File: config.mk
export PLATFORM = sky130hd
export DESIGN_NAME = panel_sync_timing_generator
export DESIGN_NICKNAME = d
export VERILOG_FILES = /design/src/sync_timing_pkg.sv /design/src/if_clock_gen.sv /design/src/panel_sync_timing_generator.sv
export SDC_FILE = /design/constraint.sdc
export NUM_CORES = 1
export LEC_CHECK = 0
export ABC_CLOCK_PERIOD_IN_PS = 10700
export BUFFER_PORTS_ARGS = -buffer_cell sky130_fd_sc_hd__buf_2
export CAP_MARGIN = 40
export CORE_AREA = 2 2 244 246
export CTS_BUF_LIST = sky130_fd_sc_hd__clkbuf_4
export DETAILED_ROUTE_END_ITERATION = 16
export DIE_AREA = 0 0 246 248
export PLACE_DENSITY_LB_ADDON = 0.2
export SLEW_MARGIN = 20
export SYNTH_ARGS = -nofsm -noshare
export SYNTH_HDL_FRONTEND = slang
export SYNTH_HIERARCHICAL = 1
export SYNTH_SLANG_ARGS = --single-unit
export TNS_END_PERCENT = 5
File: constraint.sdc
create_clock -name ref_clk -period 10.7 [get_ports ref_clk]
set_input_delay 1.07 -clock ref_clk [delete_from_list [all_inputs] [get_ports ref_clk]]
set_output_delay 1.07 -clock ref_clk [all_outputs]
set_load 0.05 [all_outputs]
File: src/sync_timing_pkg.sv
// constants and register map for the panel sync timing generator
//Function
//pixel clock period is (divider+1) interface clocks
//line lasts line period count plus one
//hsync lasts pulse length plus one pixels
//first horizontal blank equals active start x
//second horizontal blank is remaining line pixels
//hsync delayed by programmed offset pixels
//frame lasts frame line count plus one
//vsync length plus one, pixels or lines
//first vertical blank equals active start y
//second vertical blank is remaining frame lines
//interface period averages period ratio, fractional dither
//falling point at ceil of twice fall
//rising point at ceil of twice rise
//reflective mode line start pulse at data
//reflective mode reversal toggles every hsync
//software inverts each panel signal polarity
//counters wrap per line and per frame
package sync_timing_pkg;
   // apb register byte offsets
   localparam logic [7:0] ctrl_off       = 8'h00;
   localparam logic [7:0] if_clk_off     = 8'h04;
   localparam logic [7:0] if_edge_off    = 8'h08;
   localparam logic [7:0] pix_div_off    = 8'h0c;
   localparam logic [7:0] h_total_off    = 8'h10;
   localparam logic [7:0] h_sync_off     = 8'h14;
   localparam logic [7:0] h_active_off   = 8'h18;
   localparam logic [7:0] v_total_off    = 8'h1c;
   localparam logic [7:0] v_sync_off     = 8'h20;
   localparam logic [7:0] v_active_off   = 8'h24;
   localparam logic [7:0] status_off     = 8'h28;
   // ctrl field positions
   localparam int enable_bit      = 0;
   localparam int reflective_bit  = 1;
   localparam int vsync_unit_bit  = 2;
   localparam int pol_lsb         = 4;
   localparam int pol_width       = 6;
   // polarity bit order inside the polarity field
   localparam int pol_clk   = 0;
   localparam int pol_hs    = 1;
   localparam int pol_vs    = 2;
   localparam int pol_de    = 3;
   localparam int pol_spl   = 4;
   localparam int pol_rev   = 5;
   // reset values
   localparam logic [31:0] ctrl_rst     = 32'h0000_0000;
   localparam logic [31:0] if_clk_rst   = 32'h0001_0001;
   localparam logic [31:0] if_edge_rst  = 32'h0001_0000;
   localparam logic [31:0] zero_rst     = 32'h0000_0000;
   // fixed line start pulse width in pixel clocks
   localparam logic [11:0] spl_width    = 12'h001;
endpackage
File: src/if_clock_gen.sv
// fractional interface clock generator with programmable edges
`timescale 1ns/10ps
`default_nettype none
module if_clock_gen (
   input  wire logic        ref_clk,
   input  wire logic        rst,
   input  wire logic        run,
   input  wire logic [7:0]  source_period_setting,
   input  wire logic [15:0] if_clock_period_setting,
   input  wire logic [15:0] if_clock_rise_setting,
   input  wire logic [15:0] if_clock_fall_setting,
   output logic             if_clk_level,
   output logic             if_tick
);
   logic [16:0] phase_reg;      // accumulated time within period, in period-setting units
   logic [16:0] phase_next;
   logic [17:0] half_reg;       // half-cycle index within current period
   logic        lvl_reg;
   wire  [16:0] step      = {9'h000, source_period_setting};
   wire  [16:0] per       = {1'b0, if_clock_period_setting};
   // period ends when the next cycle would reach the setting; carry remainder
   wire         wrap      = (phase_reg + step) >= per;
   // ceil(2*setting/src) half cycles compared as 2*setting <= half*src
   // index of the next cycle, so the level is right in the cycle it names
   wire  [17:0] half_next = wrap ? 18'h00000 : 18'(half_reg + 18'h00002);
   wire  [25:0] half_time = half_next * step[7:0];
   wire         rise_hit  = {9'h000, if_clock_rise_setting, 1'b0} <= half_time;
   wire         fall_hit  = {9'h000, if_clock_fall_setting, 1'b0} <= half_time;

   // remainder carry keeps the long-run average exact
   assign phase_next = wrap ? 17'(phase_reg + step - per) : 17'(phase_reg + step);

   // phase accumulator and half-cycle count
   always_ff @(posedge ref_clk) begin
      if (rst || !run) begin
         phase_reg <= 17'h00000;
         half_reg  <= 18'h00000;
      end else begin
         phase_reg <= phase_next;
         half_reg  <= half_next;
      end
   end

   // edges only land on source cycles, so odd half cycles round up to the next edge
   always_ff @(posedge ref_clk) begin
      if (rst || !run) begin
         lvl_reg <= 1'b0;
      end else begin
         // high from the rising point up to the falling point of each period
         lvl_reg <= rise_hit & ~fall_hit;
      end
   end

   assign if_clk_level = lvl_reg;
   assign if_tick      = run & wrap;
endmodule
`default_nettype wire

File: src/panel_sync_timing_generator.sv
// panel sync timing generator with apb register file
`timescale 1ns/10ps
`default_nettype none
module panel_sync_timing_generator (
   input  wire logic        ref_clk,
   input  wire logic        rst,
   input  wire logic        psel,
   input  wire logic        penable,
   input  wire logic        pwrite,
   input  wire logic [7:0]  paddr,
   input  wire logic [31:0] pwdata,
   output logic [31:0]      prdata,
   output logic             pready,
   output logic             pslverr,
   output logic             panel_clk,
   output logic             hsync,
   output logic             vsync,
   output logic             data_enable,
   output logic             line_start_pulse,
   output logic             reversal
);
   import sync_timing_pkg::*;

   // how the block works, in short
   // software programs every setting
   // while the enable bit is low,
   // then sets enable to start timing
   // all counters hold at zero when off,
   // so a restart always begins a frame
   // at line zero, pixel zero
   // clock chain, from fast to slow
   // the source clock is ref_clk itself
   // the interface clock is made from it
   // by a phase accumulator in the
   // helper module below
   // each source cycle adds the source
   // period setting to the phase
   // a period ends when the next step
   // would reach the interface period
   // setting; the remainder is kept
   // keeping the remainder makes the
   // average period exact, at the cost
   // of periods that differ by one cycle
   // rise and fall points are counted
   // in half source cycles and rounded up,
   // since edges can only land on ref_clk
   // a pixel is divider plus one
   // interface clock periods
   // a line is line count plus one pixels
   // a frame is frame count plus one lines
   // horizontal timing
   // hsync starts at the offset pixel and
   // lasts its length plus one pixels
   // the active window starts at start x;
   // pixels before it are the first blank
   // the width setting is taken as a
   // count minus one, so the window spans
   // setting plus one pixels
   // what is left of the line after the
   // window is the second blank
   // vertical timing
   // vsync starts with line zero
   // in line units it covers lines
   // zero to its length, inclusive
   // in pixel units it counts its length
   // plus one pixels from frame start,
   // and may then end in mid-line
   // the active lines start at start y
   // and span height setting plus one
   // lines; the remainder is blank two
   // reflective panel extras
   // a line start pulse of fixed width
   // marks the first data pixel of each
   // line that carries data; blank lines
   // get none, since they have no data
   // the reversal level flips at each
   // line end, once per hsync period
   // polarity
   // all pins but clock and reversal are active low
   // in their nominal form; one bit per
   // signal in the control register
   // turns that signal over
   // the inversion sits before the output
   // flops, and after the reversal flop;
   // the flops load while timing is off,
   // so a polarity change still shows
   // outputs are registered, so panel
   // pins trail the counters by one
   // ref_clk; all pins but reversal trail
   // equally, so their relative timing is kept
   // the reversal level comes straight
   // from its flop and is not delayed
   // register access
   // a zero wait apb slave: pready is
   // tied high and writes land at the
   // access edge
   // unaligned or unmapped addresses
   // answer with pslverr, writes to them
   // are dropped and reads return zero
   // the status word is read only
   // and shows the live scan position
   // limitations
   // settings are not checked against
   // each other; a window that runs past
   // the line end simply wraps never
   // counters are twelve bits wide,
   // which bounds every count setting
   // changing settings while enabled
   // may give one malformed line or
   // frame, so software should disable
   // the block before reprogramming
   // the interface period setting must
   // not be below the source period
   // setting, or every cycle ends a
   // period and the ratio is lost
   // a zero source period stalls the
   // phase and gives no interface clock
   // reset
   // reset is synchronous, active high
   // all settings return to their reset
   // values and every output goes idle
   // idle is the inactive level of each
   // pin, with the panel clock low
   // design notes
   // decoding is kept in named wires so
   // the clocked processes stay short
   // comparisons use thirteen bits where
   // a sum of two settings could carry
   // the pixel, line and frame ends are
   // chained so that one pixel tick can
   // close a line and a frame together
   // the pixel-unit vsync counter stops
   // once its pulse is over, so it
   // cannot wrap and restart mid-frame
   // the line start pulse and the data
   // window share the same start compare,
   // so they always begin together
   // the reversal flop only moves in
   // reflective mode, so a plain panel
   // sees a steady level on that pin

   // software registers
   logic [31:0] ctrl_reg;       // enable, reflective, vsync unit, polarity
   logic [31:0] if_clk_reg;     // [7:0] source period, [31:16] if period
   logic [31:0] if_edge_reg;    // [15:0] rise, [31:16] fall
   logic [31:0] pix_div_reg;    // [11:0] pixel clock divider
   logic [31:0] h_total_reg;    // [11:0] line period count
   logic [31:0] h_sync_reg;     // [11:0] pulse length, [27:16] offset
   logic [31:0] h_active_reg;   // [11:0] start x, [27:16] width
   logic [31:0] v_total_reg;    // [11:0] frame line count
   logic [31:0] v_sync_reg;     // [11:0] pulse length
   logic [31:0] v_active_reg;   // [11:0] start y, [27:16] height

   // decoded fields
   wire         run            = ctrl_reg[enable_bit];
   wire         reflective     = ctrl_reg[reflective_bit];
   wire         vsync_unit     = ctrl_reg[vsync_unit_bit];
   wire  [5:0]  signal_polarity_config = ctrl_reg[pol_lsb +: pol_width];
   wire  [11:0] pixel_clock_divider    = pix_div_reg[11:0];
   wire  [11:0] line_count     = h_total_reg[11:0];
   wire  [11:0] hs_len         = h_sync_reg[11:0];
   wire  [11:0] hs_ofs         = h_sync_reg[27:16];
   wire  [11:0] active_start_x = h_active_reg[11:0];
   wire  [11:0] active_width_setting  = h_active_reg[27:16];
   wire  [11:0] frame_count    = v_total_reg[11:0];
   wire  [11:0] vs_len         = v_sync_reg[11:0];
   wire  [11:0] active_start_y = v_active_reg[11:0];
   wire  [11:0] active_height_setting = v_active_reg[27:16];

   // apb decode; zero wait state, unmapped reads return zero with slverr
   wire         apb_acc   = psel & penable;
   wire         apb_wr    = apb_acc & pwrite;
   wire         hit_known = (paddr[1:0] == 2'b00) && (paddr <= status_off);

   // interface clock from the fast source clock
   logic        if_level;
   logic        if_tick;
   if_clock_gen u_if_clk (
      .ref_clk                 (ref_clk),
      .rst                     (rst),
      .run                     (run),
      .source_period_setting   (if_clk_reg[7:0]),
      .if_clock_period_setting (if_clk_reg[31:16]),
      .if_clock_rise_setting   (if_edge_reg[15:0]),
      .if_clock_fall_setting   (if_edge_reg[31:16]),
      .if_clk_level            (if_level),
      .if_tick                 (if_tick)
   );

   // timing state
   logic [11:0] div_reg;        // interface clocks inside one pixel
   logic [11:0] h_reg;          // pixel index in line
   logic [11:0] v_reg;          // line index in frame
   logic [11:0] vs_pix_reg;     // pixel count of a pixel-unit vsync
   logic        vs_pix_on_reg;
   logic        rev_reg;        // reversal level
   logic        hs_o_reg;
   logic        vs_o_reg;
   logic        de_o_reg;
   logic        spl_o_reg;
   logic        clk_o_reg;

   // a pixel ends on the divider+1'th interface clock
   wire         pix_tick  = if_tick && (div_reg == pixel_clock_divider);
   wire         line_end  = pix_tick && (h_reg == line_count);
   wire         frame_end = line_end && (v_reg == frame_count);

   // horizontal windows, 13 bits so sums cannot wrap
   wire  [12:0] hs_end    = 13'(hs_ofs) + 13'(hs_len);
   wire         hs_act    = (h_reg >= hs_ofs) && (13'(h_reg) <= hs_end);
   wire  [12:0] hx_end    = 13'(active_start_x) + 13'(active_width_setting);
   // blank 1 is start x pixels; blank 2 is whatever remains of the line
   wire         h_act     = (h_reg >= active_start_x) && (13'(h_reg) <= hx_end);
   wire  [12:0] vy_end    = 13'(active_start_y) + 13'(active_height_setting);
   wire         v_act     = (v_reg >= active_start_y) && (13'(v_reg) <= vy_end);
   // line-unit vsync covers lines 0..len
   wire         vs_line   = (v_reg <= vs_len);
   wire         vs_act    = vsync_unit ? vs_line : vs_pix_on_reg;
   // fixed width pulse starting on first active pixel
   wire         spl_act   = reflective && v_act && (h_reg >= active_start_x)
                            && (13'(h_reg) < 13'(active_start_x) + 13'(spl_width));

   // interface clock divider inside a pixel
   always_ff @(posedge ref_clk) begin
      if (rst || !run) begin
         div_reg <= 12'h000;
      end else if (if_tick) begin
         div_reg <= pix_tick ? 12'h000 : 12'(div_reg + 12'h001);
      end
   end

   // horizontal and vertical counters
   always_ff @(posedge ref_clk) begin
      if (rst || !run) begin
         h_reg <= 12'h000;
         v_reg <= 12'h000;
      end else if (pix_tick) begin
         h_reg <= line_end ? 12'h000 : 12'(h_reg + 12'h001);
         if (line_end) begin
            v_reg <= frame_end ? 12'h000 : 12'(v_reg + 12'h001);
         end
      end
   end

   // pixel-unit vsync: starts at frame start, lasts len+1 pixels
   always_ff @(posedge ref_clk) begin
      if (rst || !run) begin
         vs_pix_reg    <= 12'h000;
         vs_pix_on_reg <= 1'b1;
      end else if (frame_end) begin
         vs_pix_reg    <= 12'h000;
         vs_pix_on_reg <= 1'b1;
      end else if (pix_tick && vs_pix_on_reg) begin
         vs_pix_reg    <= 12'(vs_pix_reg + 12'h001);
         vs_pix_on_reg <= (vs_pix_reg != vs_len);
      end
   end

   // reversal flips once per line, at hsync rhythm
   always_ff @(posedge ref_clk) begin
      if (rst || !run) begin
         rev_reg <= 1'b0;
      end else if (line_end && reflective) begin
         rev_reg <= ~rev_reg;
      end
   end

   // registered panel outputs; nominal level is active low but the clock follows if_level, polarity bit inverts
   always_ff @(posedge ref_clk) begin
      if (rst) begin
         clk_o_reg <= 1'b0;
         hs_o_reg  <= 1'b1;
         vs_o_reg  <= 1'b1;
         de_o_reg  <= 1'b1;
         spl_o_reg <= 1'b1;
      end else begin
         clk_o_reg <= if_level ^ signal_polarity_config[pol_clk];
         hs_o_reg  <= ~(run & hs_act) ^ signal_polarity_config[pol_hs];
         vs_o_reg  <= ~(run & vs_act) ^ signal_polarity_config[pol_vs];
         de_o_reg  <= ~(run & h_act & v_act) ^ signal_polarity_config[pol_de];
         spl_o_reg <= ~(run & spl_act) ^ signal_polarity_config[pol_spl];
      end
   end

   // register writes; only fields that exist are kept
   always_ff @(posedge ref_clk) begin
      if (rst) begin
         ctrl_reg     <= ctrl_rst;
         if_clk_reg   <= if_clk_rst;
         if_edge_reg  <= if_edge_rst;
         pix_div_reg  <= zero_rst;
         h_total_reg  <= zero_rst;
         h_sync_reg   <= zero_rst;
         h_active_reg <= zero_rst;
         v_total_reg  <= zero_rst;
         v_sync_reg   <= zero_rst;
         v_active_reg <= zero_rst;
      end else if (apb_wr) begin
         unique case (paddr)
            ctrl_off:     ctrl_reg     <= {22'h000000, pwdata[9:0] & 10'h3f7};
            if_clk_off:   if_clk_reg   <= {pwdata[31:16], 8'h00, pwdata[7:0]};
            if_edge_off:  if_edge_reg  <= pwdata;
            pix_div_off:  pix_div_reg  <= {20'h00000, pwdata[11:0]};
            h_total_off:  h_total_reg  <= {20'h00000, pwdata[11:0]};
            h_sync_off:   h_sync_reg   <= {4'h0, pwdata[27:16], 4'h0, pwdata[11:0]};
            h_active_off: h_active_reg <= {4'h0, pwdata[27:16], 4'h0, pwdata[11:0]};
            v_total_off:  v_total_reg  <= {20'h00000, pwdata[11:0]};
            v_sync_off:   v_sync_reg   <= {20'h00000, pwdata[11:0]};
            v_active_off: v_active_reg <= {4'h0, pwdata[27:16], 4'h0, pwdata[11:0]};
            default: ;    // status and unmapped writes ignored
         endcase
      end
   end

   // status shows live counters so software can track scan position
   wire  [31:0] status_val = {3'h0, rev_reg, v_reg, 4'h0, h_reg};

   // read mux, combinational but sampled only at the access edge
   always_comb begin
      unique case (paddr)
         ctrl_off:     prdata = ctrl_reg;
         if_clk_off:   prdata = if_clk_reg;
         if_edge_off:  prdata = if_edge_reg;
         pix_div_off:  prdata = pix_div_reg;
         h_total_off:  prdata = h_total_reg;
         h_sync_off:   prdata = h_sync_reg;
         h_active_off: prdata = h_active_reg;
         v_total_off:  prdata = v_total_reg;
         v_sync_off:   prdata = v_sync_reg;
         v_active_off: prdata = v_active_reg;
         status_off:   prdata = status_val;
         default:      prdata = 32'h0000_0000;
      endcase
   end

   assign pready           = 1'b1;
   assign pslverr          = apb_acc & ~hit_known;
   assign panel_clk        = clk_o_reg;
   assign hsync            = hs_o_reg;
   assign vsync            = vs_o_reg;
   assign data_enable      = de_o_reg;
   assign line_start_pulse = spl_o_reg;
   assign reversal         = rev_reg ^ signal_polarity_config[pol_rev];
endmodule
`default_nettype wire

======== Yosys cells after proc, flatten, opt, wreduce, memory -nomap -nowiden ========
Cells that the tools add are included.
operators by class
  reduce and logical (&&, ||, !) cells .... 28
  order comparisons ....................... 12
  add/subtract/negate cells ............... 11
  multiplexer cells ....................... 7
  multiply operators ...................... 1
  div/mod/pow operators ................... 0
  bitwise logic cells ..................... 23
  equal/unequal tests ..................... 14
  shifts and indexed selects .............. 0
operators with widths
  operator                                                         number
  32-bit case mux with 11 select lines                             1
  17-bit by 26-bit less-or-equal comparator with 1-bit output      2
  12-bit by 1-bit adder with 12-bit output, second input constant  4
  12-bit by 12-bit adder with 13-bit output                        3
  12-bit by 13-bit less-or-equal comparator with 1-bit output      3
  12-bit == test                                                   3
  12-bit greater-or-equal comparator                               3
  12-bit two-way mux                                               3
  8-bit by 5-bit == test with 1-bit output, second input constant  4
  18-bit by 8-bit multiplier with 26-bit output                    1
  8-bit by 6-bit == test with 1-bit output, second input constant  3
  2-bit AND reduction                                              11
  18-bit by 2-bit adder with 18-bit output, second input constant  1
  18-bit two-way mux                                               1
  17-bit by 8-bit adder with 17-bit output                         1
  17-bit by 16-bit greater-or-equal comparator with 1-bit output   1
  17-bit two-way mux                                               1
  17-bit by 16-bit subtractor with 17-bit output                   1
  8-bit by 4-bit == test with 1-bit output, second input constant  2
  12-bit by 1-bit adder with 13-bit output, second input constant  1
  12-bit by 13-bit less-than comparator with 1-bit output          1
  12-bit less-or-equal comparator                                  1
  1-bit logical AND                                                12
  12-bit != test                                                   1
  other kinds (11)                                                 31
storage, ports and cells
  RAM bits ................................ 0
  latch bits .............................. 0
  memories kept ........................... 0
  bits in registers ....................... 276
  input bits .............................. 45
  memory bits (read-only) ................. 0
  word-level logic and storage cells ...... 120
  output and inout bits ................... 40

======== Longest topological paths before layout ========
Gate-level depths: netlist of the first run.
  depth after elaboration ................. 9
  depth in mapped cells ................... 44
  gate-level depth less buffers ........... 42

======== Modules after synthesis ========
Netlist of the first run, hierarchy kept.
modules (own cells, without submodules)
  module                       cells each  area each (um^2)  seq. area each (um^2)  instances
  panel_sync_timing_generator  1873        14435.1           4804.6                 1
  if_clock_gen                 969         8057.7            720.7                  1

======== Least setup slack after synthesis of the first run ========
Ideal clock, no wire load.
  path type ............................... flip-flop to flip-flop
  start point ............................. register if_clk_reg[0]
  end point ............................... register u_if_clk.lvl_reg, in the netlist u_if_clk/if_clk_level
  slack ................................... 1156 ps
  cell stages (with the launch flop) ...... 40
  period minus slack after synthesis ...... 9544 ps
  arrival time ............................ 9440 ps
  buffers on the path ..................... 2
  library setup time ...................... 103 ps
  required time ........................... 10597 ps
  path through ............................ dfxtp_1 -> ha_1 -> fa_1 -> a211oi_1 -> nor2_1 -> o21ai_0 -> nor2_1 -> nand3_1 -> xnor2_1 -> ha_1 -> and3_1 -> nand4_1 -> nor2_1 -> or3_1 -> or2_2 -> clkbuf_1 -> clkbuf_1 -> nor2_1 -> [... 4 more ...] -> fa_1 -> inv_1 -> ha_1 -> nand2_1 -> a21o_1 -> a211o_1 -> a31oi_4 -> o21ai_0 -> nand2_1 -> xnor2_1 -> ha_1 -> o21a_1 -> o221ai_1 -> a211oi_1 -> o41ai_1 -> or4_1 -> or4_1 -> a2111oi_2
on the way
  word-level cells in the longest chain between the ends .. 7
  elaborated cells on any way between the ends .. 8
  classes of those cells .................. add/sub: 1; mul: 1; order compare: 3; mux: 1; bitwise: 2
ends and longest elaborated chain
  what                                                            line                                RTL
  start: declaration                                              panel_sync_timing_generator.sv:144  logic [31:0] if_clk_reg;
  start signal: assignment                                        panel_sync_timing_generator.sv:289  if_clk_reg <= if_clk_rst;
  start signal: assignment                                        panel_sync_timing_generator.sv:301  if_clk_off: if_clk_reg <= {pwdata[31:16], 8'h00, pwdata[7:0]};
  17-bit by 8-bit adder with 17-bit output                        if_clock_gen.sv:22                  wire wrap = (phase_reg + step) >= per;
  17-bit by 16-bit greater-or-equal comparator with 1-bit output  if_clock_gen.sv:22
  18-bit two-way mux                                              if_clock_gen.sv:25                  wire [17:0] half_next = wrap ? 18'h00000 : 18'(half_reg + 18'h00002);
  18-bit by 8-bit multiplier with 26-bit output *                 if_clock_gen.sv:26                  wire [25:0] half_time = half_next * step[7:0];
  17-bit by 26-bit less-or-equal comparator with 1-bit output     if_clock_gen.sv:28                  wire fall_hit = {9'h000, if_clock_fall_setting, 1'b0} <= half_time;
  1-bit inverter                                                  if_clock_gen.sv:50                  lvl_reg <= rise_hit & ~fall_hit;
  1-bit AND *                                                     if_clock_gen.sv:50
  end signal: assignment                                          if_clock_gen.sv:50
  end: declaration                                                if_clock_gen.sv:18                  logic lvl_reg;
Every way passes the cells marked *; elsewhere a longest branch is shown, timed or not.
A chain may end at the register's enable or synchronous reset.

======== Worst setup path after layout of the first run ========
  start point ............................. register if_clk_reg[1]
  end point ............................... register u_if_clk.lvl_reg, in the netlist u_if_clk/if_clk_level
The elaborated chain is that of the path after synthesis.

==> results of run 1 <==
==> cell usage after synthesis (all sizes together), types with 13 or more instances <==
cell type    n
a211oi      18
nor4        22
nor3        62
ha         236
o21ai       72
a22o        13
o21a        20
xor2        83
and3        45
xnor2      105
nand2b      21
dfxtp      276
a22oi       54
clkbuf     102
nor2b       21
a21o        30
nand3       73
fa         101
a221oi      17
nand2      519
nor2       151
buf         18
inv        193
and2       114
nand4       34
a21oi      295
==> through the flow <==
| step | util | cells |
|---|---|---|
| 6_report | 0.426 | 3780 |
| 5_1_grt | 0.426 | 3776 |
| 4_1_cts | 0.425 | 3767 |
| 3_5_place_dp | 0.408 | 3631 |
| 3_3_place_gp | 0.407 | 3622 |
| 2_1_floorplan | - | 2842 |
==> area by class of cell <==
type | count | area share
Sequential cell | 276 | 0.222
Timing Repair Buffer | 140 | 0.0356
Clock buffer | 115 | 0.0346
Multi-Input combinational cell | 2253 | 0.635
Inverter | 193 | 0.0291
Clock inverter | 21 | 0.00437
Antenna cell | 9 | 0.000904
Tap cell | 773 | 0.0388
==> routing by layer <==
layer | vias up | GRT usage
li1 | 10034 | -
met1 | 10328 | 0.342
met2 | 937 | 0.458
met3 | 215 | 0.0581
met4 | 4 | 0.120
met5 | - | 0
==> report_power, final <==
| group | total, mW | internal (mW) | switching, mW |
|---|---|---|---|
| Clock | 1.00 | 0.496 | 0.503 |
| Combinational | 0.0694 | 0.0127 | 0.0567 |
| Sequential | 1.03 | 1.03 | 0.000431 |
| Total | 2.10 | 1.54 | 0.561 |
==> worst min-delay path, cell delays in order, from the launching register on <==
cell and delay, ns:
dfxtp_1 0.32, nand2_1 0.05, a21oi_1 0.05
==> logic make-up after synthesis <==
logic type               Yosys count
AND/OR/NAND/NOR                 1101
AO/OA/AOI/OAI                    613
adder cells (fa/ha/maj)          338
buffers and inverters            313
flip-flops                       276
XOR/XNOR                         189
multiplexers                      11
other                              1
==> worst paths after layout <==
kind | from | endpoint | slack [ns] | depth (start not counted)
hold / removal | if_clk_reg[24] | if_clk_reg[24] | 0.47 | 2
setup / recovery | if_clk_reg[1] | u_if_clk/if_clk_level | 0.65 | 39
hold reg to reg | if_clk_reg[24] | if_clk_reg[24] | 0.47 | 2
setup reg to reg | if_clk_reg[1] | u_if_clk/if_clk_level | 0.65 | 39
==> impl_metrics.json, run 1 <==
{
  "synth-xor-area-share": 0.0742,
  "dieArea_um2": 61000,
  "leakagePower_nw": 10.3,
  "highest_layer": "met5",
  "start_util": 0.385,
  "max_freq_ghz": 0.0995,
  "critical_path_peak_fanout": 17,
  "cts_buffers": 81,
  "synth-simple-area-share": 0.230,
  "hold_buffers": 0,
  "grt_pass1_vias": 20783,
  "route.vias.total": 21518,
  "most-common-layout-cells": "519 x nand2_1, 293 x a21oi_1, 276 x dfxtp_1",
  "tns_ns": 0,
  "pin_count": 85,
  "wire_per_inst_um": 22.4,
  "worst_slack_ns": 0.645,
  "finalSetupViolations": 0,
  "dr_wl_met2_mm": 39.5,
  "multi_input_area_um2": 15800,
  "syn_inst": 2842,
  "yosys_warnings": 6,
  "cts-root-buf": "clkbuf_4",
  "dp_hpwl_mm": 64.4,
  "nets": 3327,
  "required_ns": 11.40,
  "seq_area_um2": 5530,
  "hold-worst-slack_ns": 0.474,
  "io_buffers": 83,
  "yosys-mux-area-fraction": 0.00490,
  "crit_type": "flop to flop",
  "hold_viol_final": 0,
  "drive_gt1_frac": 0.102,
  "yosysTopAreaCellShare": 0.246,
  "fillers": 5964,
  "largest_reg_flops": 32,
  "via_per_inst": 5.69,
  "place_congestion": 0.961,
  "tightest_slew_ns": 0.895,
  "grt_pass1_wl_mm": 126,
  "core_area_um2": 58500,
  "status": "completed",
  "die_h_um": 248,
  "crit_family": "adder cells",
  "synth_flop_cell": "dfxtp_1",
  "grt_max_degree": 59,
  "gr-usage-all-layers": 0.275,
  "ir_drop_mv": 0.0688,
  "drv_cap": 0,
  "synth_largest_area_cell": "dfxtp_1",
  "synth-seq-cells": 276,
  "seq_area_frac_synth": 0.246,
  "synth_cell_type_count": 83,
  "min_period_over_period": 0.940,
  "finalClockSkew_ns": 0.0924,
  "grt_setup_unrepaired": "false",
  "synth_area_leaders": "dfxtp_1 25%, ha_1 13%, fa_1 9.0%",
  "antenna_found_initial": 9,
  "cpPeakStageDelay_ns": 0.55,
  "grt_overflow_total": 0,
  "tritoncts": "built",
  "placed_area_um2": 23900,
  "num_rows": 89,
  "wl_mm": 84.7,
  "wl_met1_mm": 34.3,
  "cts_resized": 0,
  "async_flop_share": 0,
  "cts_buffer_depth": 3,
  "power_mw": 2.10,
  "synth_edf_count": 0,
  "synth.net_count": 3224,
  "min_period_ns": 10.05,
  "drtIter0Drc": 1983,
  "areaGrowthSynthToFinish_pct": 10.8,
  "synth_compound_area_frac": 0.171,
  "synthAdderAreaFrac": 0.222,
  "drtPass1Iterations": 8,
  "crit_slowest_cell": "fa_1",
  "end_kind": "flop",
  "fp.dieW_um": 246,
  "design_area_um2": 24900,
  "synth_top_family_by_area": "simple AND/OR/NAND/NOR gates",
  "clk_pin_slew_ns": 0.07,
  "pwr_density_cell_nw_per_um2": 84.2,
  "critPathLaunchType": "flop",
  "detail-route-antenna-nets": 0,
  "cts.sinks": 276,
  "syn_area_um2": 22500,
  "htree_levels": 3,
  "wl_met3_mm": 7.21,
  "holdCritPathClass": "flop to flop",
  "clkLatencyLatePin_ns": 0.87,
  "post_cts_buffers": 0,
  "pre_cts_slack_ns": 0.409,
  "drc": 0,
  "relSlewSlack": 0.403,
  "slew_viol_final": 0,
  "critPathBufInv": 2,
  "synth.avg_cell_area_um2": 7.91,
  "layout.cells.most_common": "nand2_1",
  "cp.arrival_ns": 10.76
}
(Power assumes the default switching activity.)
==> inputs of run 2 (changes only) <==
- CORE_AREA: 2 2 244 246 -> 2 2 241 243
- DIE_AREA: 0 0 246 248 -> 0 0 243 245
- GPL_ROUTABILITY_DRIVEN: default -> 0
==> run 2 against run 1 <==
Against the previous run: cell count shrank 0.19%; power grew 0.63%; sequential share of layout area shrank 0.052 points; largest power group unchanged; setup slack gained 0.0031 ns; via count grew 0.48%; critical endpoint unchanged; utilization grew 1.2 points.
==> impl_metrics.json, run 2 (same netlist as run 1, synthesis figures left out) <==
{
  "timing.rr.start": "if_clk_reg[0]",
  "num_rows": 88,
  "drtIter0Drc": 2087,
  "cts-root-buf": "clkbuf_4",
  "pin_count": 85,
  "cts_buffers": 80,
  "dieArea_um2": 59500,
  "slew_viol_final": 0,
  "grt_pass1_wl_mm": 124,
  "critical_path_depth": 38,
  "leakagePower_nw": 10.4,
  "postLayoutCoreUtil": 0.438,
  "cp.arrival_ns": 10.76,
  "critPathBufInv": 3,
  "min_period_over_period": 0.939,
  "tightest_slew_ns": 0.887,
  "wl_mm": 83.6,
  "status": "completed",
  "p_clk_frac": 0.480,
  "finalSetupViolations": 0,
  "p_sw_uw": 567,
  "holdCritPathClass": "input pin to flop",
  "grt_overflow_total": 0,
  "antenna_found_initial": 3,
  "layout.cells.most_common": "nand2_1",
  "core_area_um2": 57000,
  "tns_ns": 0,
  "fp.dieW_um": 243,
  "drv_cap": 0,
  "cts.sinks": 276,
  "dp_hpwl_mm": 63.3,
  "nets": 3329,
  "crit_slowest_cell": "or4_1",
  "combPwrFrac": 0.033,
  "drc": 0,
  "cpPeakStageDelay_ns": 0.56,
  "route.vias.total": 21622,
  "io_buffers": 83,
  "end_kind": "flop",
  "start_util": 0.394,
  "most-common-layout-cells": "519 x nand2_1, 292 x a21oi_1, 276 x dfxtp_1",
  "grt_max_degree": 51,
  "critical_path_peak_fanout": 16,
  "gr-usage-all-layers": 0.273,
  "cts_buffer_depth": 3,
  "via_per_inst": 5.73,
  "die_h_um": 245,
  "endpoint": "u_if_clk/if_clk_level",
  "switching_share": 0.269,
  "required_ns": 11.41,
  "relSlewSlack": 0.404,
  "rr_worst_depth": 38,
  "max_freq_ghz": 0.0995,
  "clk_pin_slew_ns": 0.07,
  "crit_type": "flop to flop",
  "hold-worst-slack_ns": 0.463,
  "largest_reg_flops": 32,
  "clkLatencyLatePin_ns": 0.86,
  "worst_slack_ns": 0.648,
  "intPower_mw": 1.54,
  "cpMostUsedCell": "fa_1",
  "detail-route-antenna-nets": 0,
  "crit_path_start": "if_clk_reg[0]",
  "r2r_slack_ns": 0.65,
  "critPathLaunchType": "flop",
  "seq_power_share": 0.487,
  "drive_gt1_frac": 0.106,
  "ir_drop_mv": 0.0842,
  "hold_viol_final": 0,
  "wire_per_inst_um": 22.2,
  "rr_endpoint": "u_if_clk/if_clk_level",
  "pre_cts_slack_ns": 0.253,
  "crit_family": "adder cells",
  "grt_pass1_vias": 20810,
  "grt_setup_unrepaired": "false",
  "areaGrowthSynthToFinish_pct": 11.0,
  "min_period_ns": 10.05,
  "finalClockSkew_ns": 0.0889,
  "drtPass1Iterations": 6,
  "pwr_density_cell_nw_per_um2": 84.5,
  "tritoncts": "built",
  "htree_levels": 3
}
[run 2: changes by cell type in the layout (fill, tap and decap cells not counted), moves of 2 or more]
cell / change
diode_2: -7
clkinv_4: +3
clkinv_2: +5
buf_2: -3
nor2_1: -4
buf_4: +5
nor2_2: +2
inv_6: -3
nor2_4: +2
[run 2: metal layers]
layer / GRT usage / part of all wire / up-vias
met5: 0 / 0 / -
met2: 0.442 / 0.45 / 1032
met4: 0.136 / 0.049 / 0
li1: - / - / 10061
met3: 0.0519 / 0.088 / 226
met1: 0.348 / 0.41 / 10303
[run 2: cell type report]
| cell class | count | area [µm²] |
|---|---|---|
| sequential | 276 | 5530 |
| clock inverter | 25 | 130 |
| tap | 765 | 957 |
| clock buffer | 116 | 871 |
| antenna | 2 | 5.00 |
| fill | 5845 | 32100 |
| multi-input combinational | 2254 | 15900 |
| inverter | 193 | 724 |
| timing repair buffer | 142 | 913 |
[run 2: timing repair]
item,4_1_cts,5_1_grt
setup endpoints to repair,0,1
gates resized for setup,0,15
buffers inserted,0,0
hold buffers,0,0
[run 2: power by group through the flow]
stage	registers (mW)	logic, mW	clock network [mW]
2_1_floorplan	1.05	0.0282	0
3_3_place_gp	1.05	0.0656	0
3_5_place_dp	1.05	0.0669	0
4_1_cts	1.03	0.0671	1.03
5_1_grt	1.03	0.0705	1.09
6_report	1.03	0.0702	1.01
[run 2: worst min path at each step]
stage | start | end | slack [ns] | cells after the start
6_report | pwdata[15] | if_edge_reg[15] | 0.46 | 3
5_1_grt | pwdata[15] | if_edge_reg[15] | 0.47 | 3
4_1_cts | pwdata[15] | if_edge_reg[15] | 0.41 | 3
3_5_place_dp | if_clk_reg[24] | if_clk_reg[24] | 0.47 | 2
3_3_place_gp | if_clk_reg[30] | if_clk_reg[30] | 0.46 | 2
2_1_floorplan | if_clk_reg[28] | if_clk_reg[28] | 0.45 | 2
[run 2: worst min-delay path, stage by stage]
cell,delay [ns]
buf_2,0.10
nand2_1,0.04
a21oi_1,0.05
[run 2: metrics by stage]
stage	total power [mW]	cell area [µm²]	instances
after detailed placement	1.12	23900	3626
after floorplan	1.08	22500	2842
final	2.11	25000	3773
after global placement	1.12	23800	3617
after global routing	2.18	25000	3773
after CTS	2.13	24900	3767
